**config.mk**
```make
export PLATFORM = sky130hd
export DESIGN_NAME = bsh_boot_ctrl
export DESIGN_NICKNAME = d
export VERILOG_FILES = /design/src/verilog/bsh_pkg.sv /design/src/verilog/bsh_boot_ctrl.sv /design/src/verilog/bsh_hub.sv
export VERILOG_INCLUDE_DIRS = /design/src /design/src/verilog
export SDC_FILE = /design/constraint.sdc
export NUM_CORES = 1
export LEC_CHECK = 0
export BUFFER_PORTS_ARGS = -buffer_cell sky130_fd_sc_hd__buf_2
export CAP_MARGIN = 20
export CELL_PAD_IN_SITES_DETAIL_PLACEMENT = 1
export CELL_PAD_IN_SITES_GLOBAL_PLACEMENT = 2
export CORE_UTILIZATION = 35
export DETAILED_ROUTE_END_ITERATION = 16
export GPL_TIMING_DRIVEN = 1
export PLACE_DENSITY = 0.85
export SYNTH_ARGS = -nofsm -noshare
export SYNTH_HDL_FRONTEND = slang
export SYNTH_HIERARCHICAL = 1
export SYNTH_SLANG_ARGS = --single-unit
```
**constraint.sdc**
```tcl
create_clock -name clock_in -period 7.8 [get_ports clock_in]
set_input_delay 0.39 -clock clock_in [delete_from_list [all_inputs] [get_ports clock_in]]
set_output_delay 0.39 -clock clock_in [all_outputs]
set_load 0.01 [all_outputs]
```
**src/verilog/bsh_cfg.svh**
```systemverilog
// Timing, sizing and reset constants for the boot, shutdown and hub block.
// Assumes a 50 MHz system clock and inclusion by bare name.
`ifndef BSH_CFG_SVH
`define BSH_CFG_SVH
`define BSH_CLK_HZ          50000000
`define BSH_SLOW_HZ         20000
`define BSH_POWERUP_MS      100
`define BSH_RESET_DELAY_MS  50
`define BSH_SLOW_DIV        (`BSH_CLK_HZ / `BSH_SLOW_HZ)
`define BSH_POWERUP_TICKS   (`BSH_POWERUP_MS * `BSH_SLOW_HZ / 1000)
`define BSH_DELAY_TICKS     (`BSH_RESET_DELAY_MS * `BSH_SLOW_HZ / 1000)
`define BSH_NUM_CORES       8
`define BSH_HUB_PERIOD      16
`define BSH_HUB_EXEC        7
`define BSH_LOCAL_WORDS     512
`define BSH_LOAD_WORDS      496
`define BSH_SPR_BASE        9'h1f0
`define BSH_OUTPUT_LATCH_A_ADDR       9'h1f4
`define BSH_IMAGE_BYTES     32768
`endif

```
**src/verilog/bsh_pkg.sv**
```systemverilog
// Types shared by the boot, shutdown and hub block.
// Assumes bsh_cfg.svh is on the include path.
package bsh_pkg;
  typedef enum logic [2:0] {
    ST_SHUTDOWN, ST_SETTLE, ST_SLOW_DELAY, ST_LOADER, ST_RUN
  } bsh_phase_t;
  typedef enum logic [1:0] {
    CLK_STOPPED, CLK_SLOW, CLK_FAST
  } bsh_clkmode_t;
  typedef struct packed {
    logic brownout_ind;
    logic brownout_en;
    logic ext_reset_n;
    logic sw_restart;
  } bsh_chipctl_t;
  typedef struct packed {
    logic host_found;
    logic memory_found;
    logic load_done;
    logic suspend;
  } bsh_loader_t;
endpackage
```
**src/verilog/bsh_boot_ctrl.sv**
```systemverilog
// Boot sequencer, shutdown control, hub, core start and system counter.
// Assumes loader status, pins and core requests are synchronous inputs.
//
// Summary of operation
// RULE1: slow clock, delay, fast clock, then loader
// RULE2: boot after power-up, reset rise, restart
// RULE3: loader started in core 0
// RULE4: loader checks host lines first
// RULE5: no host: copy 32 KB memory image
// RULE6: nothing found: stop core 0, shutdown
// RULE7: after load, core 0 runs interpreter
// RULE8: shutdown stops clock, pins become inputs
// RULE9: shutdown on brown-out, reset low, restart
// RULE10: leave shutdown when brown-out clear, reset high
// RULE11: hub rotates cores 0 through 7
// RULE12: hub runs at half system rate
// RULE13: one window per core per 16 cycles
// RULE14: hub instruction waits then takes 7 cycles
// RULE15: start loads words 0-495, clears 496-511
// RULE16: core runs from word 0 until stopped
// RULE17: all cores share one system clock
// RULE18: 512 local words, last 16 special
// RULE19: special registers by address or index
// RULE20: pins and counter readable by all cores
// RULE21: clock source chosen by configuration
// RULE22: everything else clocked by system clock
// RULE23: stopped core drives no pins
// RULE24: free-running 32-bit cycle counter
// RULE25: hub slot four-bit counter modulo 16
// RULE26: reset delay timed in slow ticks
`include "bsh_cfg.svh"
module bsh_boot_ctrl
  import bsh_pkg::*;
#(
  parameter int NCORES        = `BSH_NUM_CORES,
  parameter int SLOW_DIV      = `BSH_SLOW_DIV,
  parameter int POWERUP_TICKS = `BSH_POWERUP_TICKS,
  parameter int DELAY_TICKS   = `BSH_DELAY_TICKS
) (
  input  wire logic               clock_in,               // 50 MHz clock
  input  wire logic               rst_in,                 // Async reset
  input  wire logic               external_reset_input_n, // Reset pin level
  input  wire logic               brownout_in,            // Brown-out level
  input  wire logic               brownout_en_in,         // Detector enabled
  input  wire logic               sw_restart_in,          // Restart request
  input  wire logic [1:0]         clk_src_in,             // Clock source select
  input  wire logic               host_found_in,          // Host seen on lines
  input  wire logic               memory_found_in,        // Memory answered
  input  wire logic               load_done_in,           // Image load ended
  input  wire logic               suspend_in,             // Host suspend
  input  wire logic [NCORES-1:0]  core_start_in,          // Start pulse per core
  input  wire logic [NCORES-1:0]  core_stop_in,           // Stop pulse per core
  input  wire logic [NCORES-1:0]  hub_req_in,             // Hub instr ready
  input  wire logic [NCORES-1:0]  core_drive_in,          // Core wants pins
  input  wire logic [8:0]         spr_index_in,           // Local addr or index
  input  wire logic               spr_by_index_in,        // Index form used
  input  wire logic [31:0]        main_word_in,           // Main memory word
  output logic [1:0]              clk_mode_out,           // Stopped/slow/fast
  output logic [1:0]              clk_src_out,            // Active clock source
  output logic                    shutdown_out,           // Chip in shutdown
  output logic                    pins_input_out,         // All pins inputs
  output logic                    host_probe_out,         // Probing host lines
  output logic                    memory_probe_out,       // Probing memory lines
  output logic                    loader_core0_out,       // Loader in core 0
  output logic                    interp_core0_out,       // Interpreter core 0
  output logic [NCORES-1:0]       core_run_out,           // Core running
  output logic [NCORES-1:0]       core_pin_en_out,        // Allowed pin drive
  output logic [NCORES-1:0]       hub_done_out,           // Hub instr finished
  output logic [NCORES-1:0]       grant_out,              // Hub window pulse
  output logic                    hub_en_out,             // Half-rate enable
  output logic [8:0]              spr_addr_out,           // Resolved address
  output logic                    load_we_out,            // Local write strobe
  output logic [8:0]              load_addr_out,          // Local write address
  output logic [31:0]             load_data_out,          // Local write data
  output logic [2:0]              load_core_out,          // Core being loaded
  output logic [31:0]             system_cycle_counter    // Free cycle count
);

  // ****************************************************************
  // State
  // ****************************************************************
  typedef struct packed {
    bsh_phase_t         phase;
    logic [1:0]         clk;
    logic [1:0]         src;
    logic [15:0]        div;
    logic [15:0]        ticks;
    logic               shut;
    logic               pins_in;
    logic [1:0]         probe;
    logic               host_phase;
    logic               loader;
    logic               interp;
    logic [NCORES-1:0]  run;
    logic [NCORES-1:0]  pin_en;
    logic [NCORES-1:0]  pending;
    logic [NCORES-1:0]  done;
    logic [3*NCORES-1:0] exec_cnt;
    logic               loading;
    logic [2:0]         load_core;
    logic [8:0]         load_addr;
    logic [8:0]         wr_addr;
    logic               load_we;
    logic [31:0]        load_data;
    logic [8:0]         spr_addr;
    logic [31:0]        cnt;
  } bsh_state_t;
  bsh_state_t s_r, s_nxt;

  logic [NCORES-1:0] grant_w;
  logic              hub_en_w;
  logic              slow_tick;
  logic              shut_cond;

  // Local index form maps into the top 16 words
  function automatic logic [8:0] spr_map(input logic [8:0] a, input logic by_idx);
    spr_map = by_idx ? (`BSH_SPR_BASE | {5'h00, a[3:0]}) : a;
  endfunction

  // Hub shares the single system clock; gated while clock is stopped
  bsh_hub #(
    .NCORES (NCORES)
  ) u_hub (
    .clock_in   (clock_in),
    .rst_in     (rst_in),
    .run_in     (s_r.clk != 2'(CLK_STOPPED)),
    .hub_en_out (hub_en_w),
    .grant_out  (grant_w)
  );

  // Slow tick from divider so the delay is valid before fast clock
  assign slow_tick = (s_r.div == 16'(SLOW_DIV - 1));
  // Reset pin low, restart, or enabled brown-out forces shutdown
  assign shut_cond = !external_reset_input_n || sw_restart_in ||
                     (brownout_en_in && brownout_in);          // see RULE9

  // ****************************************************************
  // Next state
  // ****************************************************************
  always_comb begin
    s_nxt = s_r;
    s_nxt.done = '0;
    s_nxt.load_we = 1'b0;
    // Counter never cleared by boot, only by chip reset flop default
    s_nxt.cnt = s_r.cnt + 32'h1;                              // see RULE24, RULE20
    s_nxt.div = slow_tick ? 16'h0 : s_r.div + 16'h1;
    s_nxt.spr_addr = spr_map(spr_index_in, spr_by_index_in);  // see RULE19, RULE18
    s_nxt.src = clk_src_in;                                   // see RULE21

    case (s_r.phase)
      ST_SHUTDOWN: begin
        s_nxt.clk = 2'(CLK_STOPPED);                          // see RULE8
        s_nxt.run = '0;
        s_nxt.loader = 1'b0;
        s_nxt.interp = 1'b0;
        // Leave only when all three conditions hold together
        if (!brownout_in && external_reset_input_n && !sw_restart_in) begin // see RULE10, RULE2
          s_nxt.phase = ST_SLOW_DELAY;
          s_nxt.clk = 2'(CLK_SLOW);                           // see RULE1
          s_nxt.ticks = '0;
        end
      end
      ST_SETTLE: begin
        // Power-up settling before the reset delay
        s_nxt.clk = 2'(CLK_SLOW);
        if (slow_tick) begin
          s_nxt.ticks = s_r.ticks + 16'h1;
          if (s_r.ticks == 16'(POWERUP_TICKS - 1)) begin      // see RULE2
            s_nxt.phase = ST_SLOW_DELAY;
            s_nxt.ticks = '0;
          end
        end
      end
      ST_SLOW_DELAY: begin
        if (slow_tick) begin
          s_nxt.ticks = s_r.ticks + 16'h1;                    // see RULE26
          if (s_r.ticks == 16'(DELAY_TICKS - 1)) begin
            s_nxt.phase = ST_LOADER;
            s_nxt.clk = 2'(CLK_FAST);                         // see RULE1
            s_nxt.loader = 1'b1;                              // see RULE3
            s_nxt.run = NCORES'(1);
            s_nxt.host_phase = 1'b1;
          end
        end
      end
      ST_LOADER: begin
        // Host first; memory only when no host answered
        if (s_r.host_phase) begin
          if (host_found_in) begin                            // see RULE4
            if (load_done_in) s_nxt.phase = ST_RUN;
          end else begin
            s_nxt.host_phase = 1'b0;                          // see RULE5
          end
        end else if (memory_found_in) begin
          if (load_done_in) s_nxt.phase = ST_RUN;
        end else begin
          s_nxt.phase = ST_SHUTDOWN;                          // see RULE6
          s_nxt.run = '0;
          s_nxt.loader = 1'b0;
          s_nxt.clk = 2'(CLK_STOPPED);
        end
        if (s_nxt.phase == ST_RUN) begin
          s_nxt.loader = 1'b0;
          s_nxt.interp = !suspend_in;                         // see RULE7
        end
      end
      ST_RUN: begin
        s_nxt.clk = 2'(CLK_FAST);
      end
      default: s_nxt.phase = ST_SHUTDOWN;
    endcase

    // Per-core start/stop and hub instruction timing
    if (s_r.phase == ST_RUN) begin
      for (int i = 0; i < NCORES; i++) begin
        if (core_stop_in[i]) s_nxt.run[i] = 1'b0;             // see RULE16
        if (core_start_in[i] && !s_r.loading) begin
          s_nxt.loading = 1'b1;                               // see RULE15
          s_nxt.load_core = 3'(i);
          s_nxt.load_addr = '0;
          s_nxt.run[i] = 1'b0;
        end
        if (hub_req_in[i] && s_r.run[i]) s_nxt.pending[i] = 1'b1;
        // Wait for own window, then seven cycles of execution
        if (s_r.pending[i] && grant_w[i] && s_r.exec_cnt[3*i +: 3] == 3'h0) begin
          s_nxt.exec_cnt[3*i +: 3] = 3'(`BSH_HUB_EXEC - 1);  // see RULE14
          s_nxt.pending[i] = 1'b0;
        end else if (s_r.exec_cnt[3*i +: 3] != 3'h0) begin
          s_nxt.exec_cnt[3*i +: 3] = s_r.exec_cnt[3*i +: 3] - 3'h1;
          if (s_r.exec_cnt[3*i +: 3] == 3'h1) s_nxt.done[i] = 1'b1;
        end
      end
    end

    // Sequential local load, zero fill of the special words
    if (s_r.loading) begin
      s_nxt.load_we = 1'b1;
      s_nxt.wr_addr = s_r.load_addr;
      s_nxt.load_data = (s_r.load_addr < 9'(`BSH_LOAD_WORDS)) ? main_word_in : 32'h0;
      s_nxt.load_addr = s_r.load_addr + 9'h1;
      if (s_r.load_addr == 9'(`BSH_LOCAL_WORDS - 1)) begin
        s_nxt.loading = 1'b0;
        s_nxt.run[s_r.load_core] = 1'b1;                      // see RULE16
      end
    end
    // Stopped cores lose pin influence
    s_nxt.pin_en = s_nxt.run & core_drive_in;                 // see RULE23

    // Shutdown events override phase, clock, cores, hub waits and loading; reset rise rearms boot
    if (shut_cond && s_r.phase != ST_SHUTDOWN) begin
      s_nxt.phase = ST_SHUTDOWN;                              // see RULE9, RULE8
      s_nxt.clk = 2'(CLK_STOPPED);
      s_nxt.run = '0;
      s_nxt.pin_en = '0;
      s_nxt.pending = '0;
      s_nxt.exec_cnt = '0;
      s_nxt.loading = 1'b0;
      s_nxt.loader = 1'b0;
      s_nxt.interp = 1'b0;
    end
    // Status decoded ahead so outputs leave flops
    s_nxt.shut    = (s_nxt.phase == ST_SHUTDOWN);
    s_nxt.pins_in = (s_nxt.phase != ST_RUN) && (s_nxt.phase != ST_LOADER);
    s_nxt.probe   = (s_nxt.phase == ST_LOADER) ? {s_nxt.host_phase, !s_nxt.host_phase} : 2'h0;
  end

  // Single clock for all cores and this controller
  always_ff @(posedge clock_in or posedge rst_in) begin       // see RULE17
    if (rst_in) begin
      s_r <= '0;
      s_r.phase <= ST_SETTLE;
      s_r.clk <= 2'(CLK_SLOW);
      s_r.pins_in <= 1'b1;
    end else begin
      s_r <= s_nxt;
    end
  end

  // ****************************************************************
  // Outputs
  // ****************************************************************
  always_ff @(posedge clock_in or posedge rst_in) begin
    if (rst_in) begin
      grant_out  <= '0;
      hub_en_out <= 1'b0;
    end else begin
      grant_out  <= grant_w;
      hub_en_out <= hub_en_w;
    end
  end

  assign clk_mode_out         = s_r.clk;
  assign clk_src_out          = s_r.src;
  assign shutdown_out         = s_r.shut;
  assign pins_input_out       = s_r.pins_in;
  assign host_probe_out       = s_r.probe[1];
  assign memory_probe_out     = s_r.probe[0];
  assign loader_core0_out     = s_r.loader;
  assign interp_core0_out     = s_r.interp;
  assign core_run_out         = s_r.run;
  assign core_pin_en_out      = s_r.pin_en;
  assign hub_done_out         = s_r.done;
  assign spr_addr_out         = s_r.spr_addr;
  assign load_we_out          = s_r.load_we;
  assign load_addr_out        = s_r.wr_addr;
  assign load_data_out        = s_r.load_data;
  assign load_core_out        = s_r.load_core;
  assign system_cycle_counter = s_r.cnt;

  // ****************************************************************
  // Checks
  // ****************************************************************
  a_shut_clock_stop: assert property (@(posedge clock_in) disable iff (rst_in) // see RULE8
    (s_r.phase != ST_SHUTDOWN && shut_cond) |=> shutdown_out && clk_mode_out == 2'(CLK_STOPPED))
    else $error("shutdown not entered");
  a_fast_before_loader: assert property (@(posedge clock_in) disable iff (rst_in) // see RULE1
    $rose(loader_core0_out) |-> clk_mode_out == 2'(CLK_FAST))
    else $error("loader started on slow clock");
  a_loader_core0: assert property (@(posedge clock_in) disable iff (rst_in) // see RULE3
    $rose(loader_core0_out) |-> core_run_out == NCORES'(1))
    else $error("loader not alone in core 0");
  a_counter_step: assert property (@(posedge clock_in) disable iff (rst_in) // see RULE24
    !$past(rst_in) |-> system_cycle_counter == $past(system_cycle_counter) + 32'h1)
    else $error("counter did not advance");
  a_stopped_no_pins: assert property (@(posedge clock_in) disable iff (rst_in) // see RULE23
    (core_pin_en_out & ~core_run_out) == '0)
    else $error("stopped core drives pins");
  a_no_mem_shutdown: assert property (@(posedge clock_in) disable iff (rst_in) // see RULE6
    (memory_probe_out && !memory_found_in) |=> shutdown_out)
    else $error("no shutdown after failed probe");
  a_load_zero_fill: assert property (@(posedge clock_in) disable iff (rst_in) // see RULE15
    (load_we_out && load_addr_out >= 9'(`BSH_LOAD_WORDS)) |-> load_data_out == 32'h0)
    else $error("special word not cleared");
  a_spr_index_map: assert property (@(posedge clock_in) disable iff (rst_in) // see RULE19
    (spr_by_index_in && spr_index_in == 9'h004) |=> spr_addr_out == `BSH_OUTPUT_LATCH_A_ADDR)
    else $error("index 4 not output latch");
  a_hub_exec_len: assert property (@(posedge clock_in) disable iff (rst_in) // see RULE14
    (s_r.pending[0] && grant_w[0] && s_r.exec_cnt[2:0] == 3'h0 && !shut_cond
     && s_r.phase == ST_RUN) |-> ##7 hub_done_out[0])
    else $error("hub instruction length wrong");
  a_exit_shutdown: assert property (@(posedge clock_in) disable iff (rst_in) // see RULE10
    (shutdown_out && (brownout_in || !external_reset_input_n)) |=> shutdown_out)
    else $error("left shutdown too early");

  c_loader_run: cover property (@(posedge clock_in) disable iff (rst_in) $rose(interp_core0_out));
  c_shutdown: cover property (@(posedge clock_in) disable iff (rst_in) $rose(shutdown_out));
  c_hub_done: cover property (@(posedge clock_in) disable iff (rst_in) hub_done_out[0]);
  c_core_load: cover property (@(posedge clock_in) disable iff (rst_in) $fell(s_r.loading));
endmodule

```
**src/verilog/bsh_hub.sv**
```systemverilog
// Hub slot rotation: one grant per core per 16 system cycles.
// Assumes a single system clock; hub rate is an enable pulse.
`include "bsh_cfg.svh"
module bsh_hub
  import bsh_pkg::*;
#(
  parameter int NCORES = `BSH_NUM_CORES
) (
  input  wire logic              clock_in,   // System clock
  input  wire logic              rst_in,     // Async reset
  input  wire logic              run_in,     // Clock running
  output logic                   hub_en_out, // Half-rate enable
  output logic [NCORES-1:0]      grant_out   // Per-core window pulse
);
  typedef struct packed {
    logic [3:0]        slot;
    logic              en;
    logic [NCORES-1:0] grant;
  } bsh_hub_state_t;
  bsh_hub_state_t s_r, s_nxt;

  // Slot counter wraps every 16 cycles regardless of active cores
  always_comb begin
    s_nxt = s_r;
    s_nxt.grant = '0;
    if (run_in) begin
      s_nxt.slot = s_r.slot + 4'h1;                 // see RULE25
      s_nxt.en = ~s_r.slot[0];                      // see RULE12, RULE22
      if (s_r.slot[0] == 1'b0)
        s_nxt.grant[s_r.slot[3:1]] = 1'b1;          // see RULE11, RULE13
    end
  end

  always_ff @(posedge clock_in or posedge rst_in) begin
    if (rst_in) begin
      s_r <= '0;
    end else begin
      s_r <= s_nxt;
    end
  end

  assign hub_en_out = s_r.en;
  assign grant_out  = s_r.grant;

  a_grant_period: assert property (@(posedge clock_in) disable iff (rst_in)
    (run_in && grant_out[0]) ##1 run_in [*8] |-> !grant_out[0]) // see RULE13
    else $error("core 0 granted too soon");
  a_grant_onehot: assert property (@(posedge clock_in) disable iff (rst_in)
    $onehot0(grant_out)) // see RULE11
    else $error("more than one grant");
endmodule

```
---- Yosys cells after proc, flatten, opt, wreduce, memory -nomap -nowiden ----
Cells that the tools add are included.
storage, ports and cells
  input bits .............................. 86
  logic and storage cells ................. 341
  flip-flop bits (word level) ............. 220
operators by class
  muxes and demuxes ....................... 134
  reductions and logical operators ........ 113
  add/subtract/negate cells ............... 13
  bitwise logic cells ..................... 3
  magnitude comparators ................... 5
  equality and inequality tests ........... 30
operator list
  operator                                                                 count
  13-bit 2-to-1 mux                                                        8
  3-bit nonzero test                                                       27
  16-bit 2-to-1 mux                                                        5
  8-bit 2-to-1 mux                                                         9
  3-bit 2-to-1 mux                                                         23
  1-bit 2-to-1 mux                                                         64
  53-bit 2-to-1 mux                                                        1
  51-bit 2-to-1 mux                                                        1
  16-bit case mux with 3 select lines                                      1
  1-bit logical AND                                                        39
  2-bit AND reduction                                                      19
  16-bit by 1-bit adder with 16-bit output, second input constant          2
  32-bit by 1-bit adder with 32-bit output, second input constant          1
  32-bit 2-to-1 mux                                                        1
  3-bit logical NOT                                                        10
  3-bit by 1-bit equality test with 1-bit output, second input constant    9
  26-bit 2-to-1 mux                                                        1
  25-bit 2-to-1 mux                                                        1
  8-bit case mux with 3 select lines                                       1
  3-bit by 1-bit subtractor with 3-bit output, second input constant       8
  5-bit 2-to-1 mux                                                         4
  3-bit inequality test, second input constant                             6
  16-bit by 10-bit equality test with 1-bit output, second input constant  1
  16-bit by 11-bit equality test with 1-bit output, second input constant  1
  other kinds (31)                                                         55

---- Logic depth before layout (Yosys ltp) ----
Gate-level depths: netlist (run 1).
  depth after elaboration ................. 14
  gate-level depth with buffers ........... 8
  depth with buffers taken out ............ 7

---- Modules after synthesis ----
Netlist (run 1), hierarchy kept.
by module, submodules not included
  module         area an instance (um^2)  times used  cells an instance
  bsh_boot_ctrl  10166.0                  1           968
  bsh_hub        496.7                    1           41

---- Worst setup path before layout (run 1) ----
OpenSTA, ideal clock, no wires.
  path type ............................... reg-to-reg
  start ................................... reg s_r[175] (netlist bit)
  end ..................................... reg s_r (netlist bit host_probe_out)
  cell stages (with the launch flop) ...... 9
  data arrival time ....................... 1.962 ns
  period minus slack after synthesis ...... 2.082 ns
  slack ................................... 5.718 ns
  path buffers ............................ 2
  cells stage by stage .................... dfrtp_1 -> ha_1 -> nor4b_2 -> and4_1 -> buf_2 -> and3_1 -> clkbuf_1 -> or3_1 -> and3_1
RTL lines
  what                      RTL line              text
  start: declaration        bsh_boot_ctrl.sv:108  bsh_state_t s_r, s_nxt;
  start signal: assignment  bsh_boot_ctrl.sv:275  s_r <= s_nxt;

---- Final worst setup path (run 1) ----
  start ................................... reg s_r[175] (netlist bit)
  end ..................................... reg s_r[174] (netlist bit)
on the way
  longest elaborated chain between the ends .. 3
  elaborated cells between the ends (all ways) .. 4
  those cells by class .................... eq/ne (3); reduce/logical (1)
RTL lines
  what                                                  RTL line              text
  16-bit by 12-bit equality test with 1-bit output (*)  bsh_boot_ctrl.sv:132  assign slow_tick = (s_r.div == 16'(SLOW_DIV - 1));
  2-bit inequality test (no line)                       --
  4-bit AND reduction (no line) (*)                     --
Mark *: on every way between the ends. The rest lies on a longest branch, timed or not.
A chain may end at the register's enable or synchronous reset.

==> run_results.csv, run 1 <==
group,metric,value,unit
timing,slew_headroom,30.0,%
cts,root_buffer,"clkbuf_16",
routing,wl,28.0,mm
grt,antenna_found_initial,0,
timing,tightest_slew,1.05,ns
min_path,holdPathStages,2,
logic_synthesis,syn_nets,1125,
timing,rsz0062_at_grt,"no",
min_path,hold_end,"spr_addr_out[4]$_DFF_PP0_",
routing,dr.pass1.iters,4,
final_layout,diodes,0,
logic_synthesis,ys_ff_latch,219,
die,core_area,29800,sq um
critical_path,critPathLaunchType,"flop",
cts,cts_tree,"yes",
logic_synthesis,synth.cell_area,10700,sq um
min_path,hold_class,"primary input to flop",
logic_synthesis,synth_flop_cell,"dfrtp_1",
critical_path,worstPathMaxFanout,12,
timing,timing.fmax,378,MHz
critical_path,r2r_end,"s_r[174]$_DFFE_PP0P_",
final_layout,stdcell_count,1514,
logic_synthesis,async_flop_share,100,%
critical_path,crit_type,"flop to flop",
logic_synthesis,synthCells,1009,
cts,clk_pin_slew_worst_paths,0.06,ns
power_and_ir_drop,peakVddDrop,142,uV
logic_synthesis,avgSynthCellArea,10.6,sq um
final_layout,areaGrowthSynthToFinish,13.4,%
final_layout,fin_area,12100,sq um
routing,via_count,7658,
cts,clock_latency,0.53,ns
place,dp_hpwl,20.2,mm
timing,final.min_clock_period,2.65,ns
timing,finalSetupViolCount,0,
logic_synthesis,yosys-top-cells-area,"dfrtp_1 51%, buf_4 8.5%, xnor2_1 4.0%",
critical_path,crit_family,"simple AND/OR/NAND/NOR gates",
cts,clk_path_buf_depth,3,
critical_path,worstPathRequired,8.24,ns
logic_synthesis,yosysWarnings,6,
cts,numCtsBuffers,26,
power_and_ir_drop,p_per_area,264,nW/um^2
logic_synthesis,synth_commonest_cells,"216 x dfrtp_1, 121 x buf_4, 69 x nand2_1",
routing,drt_iter0_drc,322,
critical_path,path_buf_inv,0,
grt,grt_pass1_vias,7965,
flow_run,drv_cap,0,
critical_path,rrSetupSlack,5.15,ns
critical_path,cp.arrival,3.09,ns
timing,layout_worst_path_cycle_share,33.9,%
timing,hold_viol_final,0,
min_path,hold_start,"spr_index_in[4]",
final_layout,nNetsFinal,1227,
cts,cts_resized,0,
timing,fin_skew,0.0182,ns
critical_path,reg2regPathDepth,6,
cts,cts.htree.levels,1,
grt,grt_max_degree,139,
place,numPlacedInstances,1466,
power_and_ir_drop,leakage,0.00576,uW
routing,drc,0,
place,portBuffers,214,
critical_path,rr_startpoint,"s_r[175]$_DFF_PP0_",
place,placed_cell_area,11200,sq um
die,io_pins,215,
cts,cts_setup_buffers,0,
die,row_count,63,
routing,via_per_inst,5.06,
critical_path,cp.depth,6,
critical_path,crit_slowest_cell,"or4_4",
logic_synthesis,netlist.area_leader.share,50.7,%
logic_synthesis,yosysMostFrequentCell,"dfrtp_1",
critical_path,path_cells,"ha_1, nor4b_2, a41oi_1, or4_4, or3_1, a21oi_1",
die,dieArea,31200,sq um
cts,clkSinkCount,219,
timing,drv_slew,0,
final_layout,fin_util,40.6,%
final_layout,drive_gt1_share,25.5,%
logic_synthesis,ys_types,62,
logic_synthesis,ys_seq_area_share,51.4,%
die,die_h,177,um
logic_synthesis,synth_edf_count,0,
routing,avgRoutedWirePerCell,18.5,um
critical_path,cp-end-kind,"flop",
routing,antenna_left,0,
timing,setup_tns,0,ns
grt,gr-total-overflow,0,
logic_synthesis,synth_top_cell_by_area,"dfrtp_1",
critical_path,slowest_delay,0.65,ns
die,initial_core_util,35.8,%
cts,holdBufCountCts,7,
die,fp.dieW,177,um
grt,grt_pass1_wl,44.7,mm
place,gp_congestion,0.796,
run_status,status,"completed",
grt,grtUsageTotal,18.2,%
[layer usage]
metal / vias to the layer above / GRT usage, % / part of all wire, %
met5: - / 0 / 0
met2: 171 / 30.0 / 48
met1: 3822 / 24.4 / 44
met3: 46 / 3.14 / 4.4
met4: 0 / 5.50 / 2.9
li1: 3619 / - / -
[worst max-delay path by stage]
stage	to	start	slack [ns]
3_5_place_dp	s_r[172]$_DFFE_PP0P_	s_r[175]$_DFF_PP0_	5.20
4_1_cts	s_r[174]$_DFFE_PP0P_	s_r[175]$_DFF_PP0_	5.16
2_1_floorplan	clk_mode_out[1]$_DFFE_PP0P_	rst_in	1.76
5_1_grt	s_r[172]$_DFFE_PP0P_	s_r[175]$_DFF_PP0_	4.89
6_report	s_r[174]$_DFFE_PP0P_	s_r[175]$_DFF_PP0_	5.15
3_3_place_gp	s_r[172]$_DFFE_PP0P_	s_r[175]$_DFF_PP0_	5.28
[stage by stage]
| stage | hold WS, ns | setup slack [ns] | total power (uW) |
|---|---|---|---|
| floorplan | 0.255 | 1.76 | 1930 |
| global placement | 0.402 | 5.28 | 2050 |
| detailed placement | 0.397 | 5.20 | 2080 |
| CTS | 0.0226 | 5.16 | 3240 |
| global route | 0.0375 | 4.89 | 3380 |
| finish | 0.0446 | 5.15 | 3190 |
[power by group]
group	total [uW]	internal [uW]	switching, uW
combinational	614	265	349
clock	1140	667	471
sequential	1440	1290	148
total	3190	2230	968
[flip-flops by register name, indices dropped and copies added, names as in the netlist, 4 cells and up]
name	count
s_r	78
load_data_out	32
system_cycle_counter	32
load_addr_out	9
spr_addr_out	9
core_pin_en_out	8
core_run_out	8
grant_out	8
hub_done_out	8
u_hub/grant_out	8
u_hub/s_r	4
[final cells by class]
cell class,instances,area [sq um]
clock buffers,34,711
clock inverters,7,76.3
fillers,3418,17700
inverters,28,113
multi-input cells,611,4050
flip-flops and latches,219,5480
well taps,390,488
repair buffers,225,1170
[layout by cell type, fill, tap and decap left out, types with 19 or more instances in the layout]
master,netlist,routed
nand4_1,23,23
a21boi_0,19,19
clkbuf_16,0,26
nand3_1,41,41
nor2_1,59,59
a22o_1,37,37
nand2_1,69,69
o21ai_0,46,46
xnor2_1,49,49
ha_1,30,30
dfrtp_1,216,216
buf_2,5,214
a21oi_1,37,36
inv_1,28,27
[logic make-up (layout without fill, tap and decap cells)]
logic type	after synthesis	in the layout	synth area share [%]
AND/OR/NAND/NOR	315	315	16.0
flip-flops	219	219	51.4
AO/OA/AOI/OAI	190	190	11.9
buffers and inverters	179	294	10.6
XOR/XNOR	61	61	5.01
adder cells (fa/ha/maj)	31	31	3.61
multiplexers	14	14	1.46
(Power assumes the default switching activity.)
==> run 2: changes to the inputs <==
--- a/config.mk
+++ b/config.mk
@@ -6,14 +6,15 @@
 export SDC_FILE = /design/constraint.sdc
 export NUM_CORES = 1
 export LEC_CHECK = 0
+export ABC_AREA = 1
 export BUFFER_PORTS_ARGS = -buffer_cell sky130_fd_sc_hd__buf_2
 export CAP_MARGIN = 20
 export CELL_PAD_IN_SITES_DETAIL_PLACEMENT = 1
 export CELL_PAD_IN_SITES_GLOBAL_PLACEMENT = 2
-export CORE_UTILIZATION = 35
+export CORE_UTILIZATION = 30
 export DETAILED_ROUTE_END_ITERATION = 16
 export GPL_TIMING_DRIVEN = 1
-export PLACE_DENSITY = 0.85
+export PLACE_DENSITY = 0.82
 export SYNTH_ARGS = -nofsm -noshare
 export SYNTH_HDL_FRONTEND = slang
 export SYNTH_HIERARCHICAL = 1
==> constraint.sdc (replaced) <==
create_clock -name clock_in -period 2.25 [get_ports clock_in]
set_input_delay 0.1125 -clock clock_in [delete_from_list [all_inputs] [get_ports clock_in]]
set_output_delay 0.1125 -clock clock_in [all_outputs]
set_load 0.01 [all_outputs]
==> run 2 against run 1 <==
Compared with the run above: die area increased by 27%; count of clock-buffer cells in the layout increased by 4; routed wire length increased by 19%; critical path type unchanged; clock power increased to 4.1 times the previous value; global-route usage decreased by 1.2 points; final cell count increased by 39%; design area increased by 17%; largest power group unchanged.
==> run_results.csv, run 2 <==
group,metric,value,unit
logic_synthesis,ys_types,49,
run_status,status,"completed",
critical_path,critPathLaunch,"s_r[159]$_DFFE_PP0P_",
power_and_ir_drop,power_switching,3910,uW
routing,drt_iter0_drc,393,
min_path,hold_class,"primary input to flop",
cts,clk_pin_slew_worst_paths,0.06,ns
routing,via_per_inst,4.57,
grt,grtUsageTotal,17.0,%
cts,numCtsBuffers,28,
power_and_ir_drop,pwr-share-seq,39.9,%
final_layout,layout_common_cells,"326 x nand2_1, 215 x dfrtp_1, 214 x buf_2",
logic_synthesis,netlist.area_leader.share,46.4,%
routing,wl,33.3,mm
critical_path,crit_slowest_cell,"dfrtp_1",
cts,clock_latency,0.56,ns
timing,hold_viol_final,0,
critical_path,reg2regPathDepth,12,
final_layout,largest_reg_flops,78,
cts,cts_tree,"yes",
logic_synthesis,avgSynthCellArea,8.37,sq um
critical_path,slowest_delay,0.37,ns
power_and_ir_drop,combPwrFrac,22.0,%
routing,avgRoutedWirePerCell,15.8,um
critical_path,worstPathMaxFanout,7,
grt,gr-total-overflow,0,
grt,grt_max_degree,62,
routing,via_count,9628,
critical_path,r2r_end,"core_pin_en_out[6]$_DFF_PP0_",
logic_synthesis,ys_seq_area_share,47.1,%
critical_path,critPathLaunchType,"flop",
routing,dr.pass1.iters,4,
cts,cts.htree.levels,1,
logic_synthesis,yosysMostFrequentCell,"nand2_1",
die,core_area,37900,sq um
place,gp_congestion,0.821,
grt,antenna_found_initial,0,
power_and_ir_drop,peakVddDrop,526,uV
cts,clkSinkCount,219,
cts,clk_path_buf_depth,3,
logic_synthesis,ys_ff_latch,219,
flow_run,drv_cap,0,
place,dp_hpwl,23.9,mm
timing,setup_tns,0,ns
logic_synthesis,syn_nets,1508,
logic_synthesis,synth_commonest_cells,"326 x nand2_1, 216 x dfrtp_1, 136 x inv_1",
timing,final.min_clock_period,1.96,ns
critical_path,rrSetupSlack,0.29,ns
timing,layout_worst_path_cycle_share,87.1,%
place,placed_cell_area,12500,sq um
critical_path,path_cells,"ha_1, nand2_1, nor2_1, nand2_1, nor2_1, nand2_1, nand2_1, nand2_2, nand2_1, nand2_1, nand2_1, nor2_1",
timing,timing.fmax,511,MHz
die,die_h,199,um
routing,drc,0,
logic_synthesis,async_flop_share,100,%
logic_synthesis,yosys-top-cells-area,"dfrtp_1 46%, nand2_1 11%, buf_4 7.9%",
critical_path,cpMostUsedCell,"nand2_1",
timing,finalSetupViolCount,0,
logic_synthesis,yosysWarnings,6,
die,fp.dieW,199,um
power_and_ir_drop,p_per_area,865,nW/um^2
final_layout,drive_gt1_share,22.3,%
final_layout,fin_util,37.2,%
critical_path,crit_type,"flop to flop",
logic_synthesis,synth.cell_area,11600,sq um
logic_synthesis,synth_edf_count,0,
place,portBuffers,214,
timing,slew_headroom,64.8,%
critical_path,rr_startpoint,"s_r[159]$_DFFE_PP0P_",
final_layout,layout_commonest_cell,"nand2_1",
grt,grt_pass1_vias,10100,
critical_path,cp.arrival,2.39,ns
final_layout,fin_area,14100,sq um
critical_path,endpoint,"core_pin_en_out[6]$_DFF_PP0_",
timing,fin_skew,0.0212,ns
timing,rsz0062_at_grt,"no",
die,dieArea,39600,sq um
timing,drv_slew,0,
routing,antenna_left,0,
die,io_pins,215,
final_layout,largest-register,"s_r",
logic_synthesis,synth_top_cell_by_area,"dfrtp_1",
final_layout,areaGrowthSynthToFinish,21.3,%
logic_synthesis,synth_flop_cell,"dfrtp_1",
power_and_ir_drop,p_sw_share,32.0,%
timing,tightest_slew,0.524,ns
cts,root_buffer,"clkbuf_16",
power_and_ir_drop,p_clk_share,38.1,%
timing,timing.hold.ws,0.0258,ns
critical_path,cp-end-kind,"flop",
power_and_ir_drop,leakage,0.00705,uW
final_layout,nNetsFinal,1687,
power_and_ir_drop,internal-power,8320,uW
die,row_count,71,
logic_synthesis,synthCells,1392,
critical_path,worstPathRequired,2.68,ns
die,initial_core_util,30.7,%
grt,grt_pass1_wl,53.7,mm
==> run 2: cell count changes after synthesis, moves of 15 or more <==
cell / change
nand2_1: +257
and3_1: -16
o21ai_0: +36
nor3_1: +19
inv_1: +108
a21boi_0: -18
xnor2_1: -37
nor2b_1: -15
nand3_1: +18
nor2_1: +75
xor2_1: +19
a22o_1: -35
==> run 2: power by group through the flow <==
stage,clock (uW),combinational [uW],sequential [uW]
after floorplan,0,2140,4840
after CTS,4790,2710,4870
after detailed placement,0,2620,4930
after global placement,0,2550,4900
final,4650,2690,4880
after global routing,4960,3050,4960
==> run 2: cell type report <==
class / instances / area (sq um)
Antenna cell: 1 / 2.50
Clock buffer: 38 / 810
Clock inverter: 14 / 159
Fill cell: 4591 / 23800
Inverter: 147 / 561
Multi-Input combinational cell: 878 / 4570
Sequential cell: 219 / 5490
Tap cell: 511 / 639
Timing Repair Buffer: 297 / 1900
==> run 2: how the worst min path moves through the flow <==
stage	to	from	cells after the start	slack (ns)
global placement	grant_out[6]$_DFF_PP0_	rst_in	2	0.14
finish	s_r[95]$_DFF_PP0_	core_start_in[0]	5	0.03
global route	s_r[130]$_DFFE_PP0P_	hub_req_in[2]	5	0.04
detailed placement	grant_out[6]$_DFF_PP0_	rst_in	2	0.15
floorplan	u_hub/grant_out[0]$_DFF_PP0_	rst_in	1	-0.02
CTS	s_r[95]$_DFF_PP0_	core_start_in[0]	5	0.008
==> run 2: cell families (layout without fill, tap and decap cells) <==
family / Yosys count / in the layout / share of synthesized area, %
other: 0 / 1 / 0
buffers and inverters: 295 / 496 / 13.9
flip-flops: 219 / 219 / 47.1
AND/OR/NAND/NOR: 623 / 623 / 23.2
adder cells (fa/ha/maj): 30 / 30 / 3.22
XOR/XNOR: 43 / 43 / 3.23
AO/OA/AOI/OAI: 182 / 182 / 9.37
==> run 2: critical path: cells and delay by family, from the launching register on <==
| family | cells | cell delay (ns) |
|---|---|---|
| adder cells (fa/ha/maj) | 1 | 0.20 |
| AND/OR/NAND/NOR | 11 | 1.27 |
| flip-flops | 1 | 0.37 |
==> run 2: metrics by stage <==
stage               std cells  setup slack, ns  power [uW]
global route             2104           0.0529       13000
global placement         1989            0.121        7450
CTS                      2104           0.0668       12400
finish                   2105            0.291       12200
floorplan                1392           -0.546        6980
detailed placement       1989         -0.00506        7550
==> run 2: what timing repair did <==
item	in CTS	in global routing
endpoints found under the hold margin	274	0
resized for setup	2	5
pin swaps	0	0
buffers inserted	0	0
hold buffers	63	0
setup endpoints to repair	3	16
gates cloned	0	0
==> run 2: metal layers <==
metal | global-route usage [%] | part of all wire, %
met1 | 22.9 | 46
met2 | 27.0 | 47
met3 | 2.95 | 4.0
met4 | 6.38 | 3.5
met5 | 0 | 0
==> run 3: changes to the inputs <==
--- a/config.mk
+++ b/config.mk
@@ -11,10 +11,10 @@
 export CAP_MARGIN = 20
 export CELL_PAD_IN_SITES_DETAIL_PLACEMENT = 1
 export CELL_PAD_IN_SITES_GLOBAL_PLACEMENT = 2
-export CORE_UTILIZATION = 30
+export CORE_UTILIZATION = 36
 export DETAILED_ROUTE_END_ITERATION = 16
 export GPL_TIMING_DRIVEN = 1
-export PLACE_DENSITY = 0.82
+export PLACE_DENSITY = 0.91
 export SYNTH_ARGS = -nofsm -noshare
 export SYNTH_HDL_FRONTEND = slang
 export SYNTH_HIERARCHICAL = 1
==> constraint.sdc (replaced) <==
create_clock -name clock_in -period 2.5 [get_ports clock_in]
set_input_delay 0.125 -clock clock_in [delete_from_list [all_inputs] [get_ports clock_in]]
set_output_delay 0.125 -clock clock_in [all_outputs]
set_load 0.01 [all_outputs]
==> run 3 against run 2 <==
Compared with the run above: final cell count down 5.7%; count of clock-buffer cells in the layout up 4; clock skew up 0.0014 ns; critical path depth unchanged; clock power down 18%; largest cell class unchanged; highest routed layer unchanged.
==> run_results.csv, run 3 (synthesis gave the netlist of run 2 again) <==
group,metric,value,unit
routing,via_per_inst,4.93,
die,core_area,31700,sq um
grt,use_met1,26.2,%
timing,layout_worst_path_cycle_share,82.9,%
timing,final.min_clock_period,2.07,ns
die,initial_core_util,36.7,%
final_layout,drive_gt1_share,21.4,%
timing,timing.fmax,482,MHz
timing,rsz0062_at_grt,"no",
die,dieArea,33100,sq um
routing,via_count,9774,
die,fp.dieW,182,um
timing,setup_tns,0,ns
power_and_ir_drop,combPwrFrac,22.7,%
critical_path,critPathLaunchType,"flop",
timing,slew_headroom,53.1,%
min_path,hold_start,"core_stop_in[3]",
cts,cts_setup_buffers,0,
routing,avgRoutedWirePerCell,17.0,um
final_layout,stdcell_count,1984,
final_layout,areaGrowthSynthToFinish,18.4,%
power_and_ir_drop,p_sw_share,32.8,%
grt,grt_pass1_wl,54.6,mm
final_layout,largest_reg_flops,78,
power_and_ir_drop,p_clk_share,36.0,%
final_layout,fillerInstances,3836,
grt,grt_pass1_vias,10500,
cts,cts_tree,"yes",
grt,grt_max_degree,49,
timing,hold_viol_final,0,
place,numPlacedInstances,1873,
final_layout,layout_commonest_cell,"nand2_1",
final_layout,largest-register,"s_r",
routing,dr.pass1.iters,4,
place,dp_hpwl,23.7,mm
critical_path,crit_type,"flop to flop",
cts,cts.htree.levels,1,
routing,drt_iter0_drc,404,
cts,clkSinkCount,219,
grt,gr-total-overflow,0,
cts,numCtsBuffers,27,
critical_path,rr_startpoint,"s_r[83]$_DFFE_PP0P_",
routing,drc,0,
power_and_ir_drop,leakage,0.00696,uW
power_and_ir_drop,internal-power,7140,uW
critical_path,reg2regPathDepth,12,
cts,clk_path_buf_depth,3,
timing,tightest_slew,0.702,ns
grt,grt.busiest_layer,"met2",
critical_path,worstPathMaxFanout,6,
final_layout,ff_latch_area,5480,sq um
timing,fin_skew,0.0227,ns
grt,grtUsageTotal,20.5,%
min_path,hold_class,"primary input to flop",
run_status,status,"completed",
routing,wl,33.8,mm
cts,root_buffer,"clkbuf_16",
critical_path,rrSetupSlack,0.43,ns
grt,grt_use_met3,3.75,%
final_layout,layout_common_cells,"326 x nand2_1, 216 x dfrtp_1, 214 x buf_2",
power_and_ir_drop,pwr-share-seq,41.3,%
power_and_ir_drop,peakVddDrop,523,uV
die,io_pins,215,
min_path,hold_end,"core_run_out[3]$_DFF_PP0_",
critical_path,crit_slowest_cell,"dfrtp_1",
critical_path,cpMostUsedCell,"nand2_1",
power_and_ir_drop,power_switching,3480,uW
critical_path,cp-end-kind,"flop",
grt,use_met2,34.2,%
critical_path,slowest_delay,0.42,ns
routing,antenna_left,0,
power_and_ir_drop,p_per_area,770,nW/um^2
final_layout,nNetsFinal,1676,
timing,finalSetupViolCount,0,
place,gp_congestion,0.820,
grt,antenna_found_initial,2,
cts,clk_pin_slew_worst_paths,0.06,ns
die,row_count,65,
flow_run,drv_cap,0,
critical_path,r2r_end,"core_pin_en_out[3]$_DFF_PP0_",
timing,drv_slew,0,
critical_path,worstPathRequired,2.97,ns
place,placed_cell_area,12300,sq um
critical_path,cp.arrival,2.54,ns
final_layout,fin_area,13800,sq um
critical_path,path_cells,"ha_1, inv_1, nor3_2, nand4_1, nor2_1, ha_1, nand2_1, nor2_1, nand2_1, nand2_1, nand2_1, nor2_1",
min_path,holdPathStages,5,
place,portBuffers,214,
die,die_h,182,um
cts,clock_latency,0.54,ns
final_layout,multi_input_area,4550,sq um
## run 3: cell count changes in the layout (fill, tap and decap cells not counted), sizes merged
cell	delta
buf	-7
inv	+1
clkbuf	+4
bufinv	-2
clkinv	-5
dlygate4sd3	-3
## run 3: how the worst max path moves through the flow
stage	from	end	slack, ns	cells after the start
2_1_floorplan	rst_in	clk_mode_out[1]$_DFFE_PP0P_	-0.31	1
3_3_place_gp	s_r[83]$_DFFE_PP0P_	core_pin_en_out[7]$_DFF_PP0_	0.37	12
3_5_place_dp	s_r[83]$_DFFE_PP0P_	core_pin_en_out[3]$_DFF_PP0_	0.30	12
4_1_cts	s_r[83]$_DFFE_PP0P_	core_pin_en_out[3]$_DFF_PP0_	0.29	12
5_1_grt	s_r[83]$_DFFE_PP0P_	core_pin_en_out[5]$_DFF_PP0_	0.14	12
6_report	s_r[83]$_DFFE_PP0P_	core_pin_en_out[3]$_DFF_PP0_	0.43	12
## run 3: timing repair
item,CTS,global route
resized for setup,0,1
hold endpoints to repair,82,0
hold buffers,60,0
endpoints found under the setup margin,0,4
## run 3: per-layer routing
layer / routed length (um) / share of wire [%]
met2: 16200 / 48
met1: 14800 / 44
met4: 1330 / 3.9
met5: 0 / 0
met3: 1440 / 4.3
## run 3: stage by stage
| stage | hold WS [ns] | power (uW) | util [%] | setup slack, ns |
|---|---|---|---|---|
| 3_3_place_gp | 0.196 | 6620 | 38.9 | 0.370 |
| 3_5_place_dp | 0.203 | 6740 | 38.9 | 0.297 |
| 4_1_cts | 0.0243 | 10700 | 43.5 | 0.289 |
| 2_1_floorplan | -0.0103 | 6280 | - | -0.309 |
| 6_report | 0.0476 | 10600 | 43.5 | 0.427 |
| 5_1_grt | 0.0613 | 11200 | 43.5 | 0.143 |
## run 3: critical path, delay by kind of cell (launching register included)
| kind | cells | cell delay [ns] |
|---|---|---|
| DFF | 1 | 0.42 |
| adders and majority gates | 2 | 0.32 |
| and+or+nand+nor | 9 | 1.20 |
| buffers and inverters | 1 | 0.06 |
## run 3: power groups by stage
stage / Sequential, uW / Combinational [uW] / Clock [uW]
floorplan: 4360 / 1920 / 0
detailed placement: 4420 / 2320 / 0
global route: 4460 / 2700 / 4060
finish: 4390 / 2410 / 3820
CTS: 4370 / 2420 / 3920
global placement: 4400 / 2220 / 0
## run 3: area by class of cell
| cell class | instances | area share, % |
|---|---|---|
| Tap cell | 402 | 3.65 |
| Sequential cell | 219 | 39.8 |
| Multi-Input combinational cell | 878 | 33.0 |
| Clock buffer | 42 | 5.74 |
| Antenna cell | 1 | 0.0181 |
| Clock inverter | 8 | 0.517 |
| Inverter | 147 | 4.06 |
| Timing Repair Buffer | 287 | 13.3 |
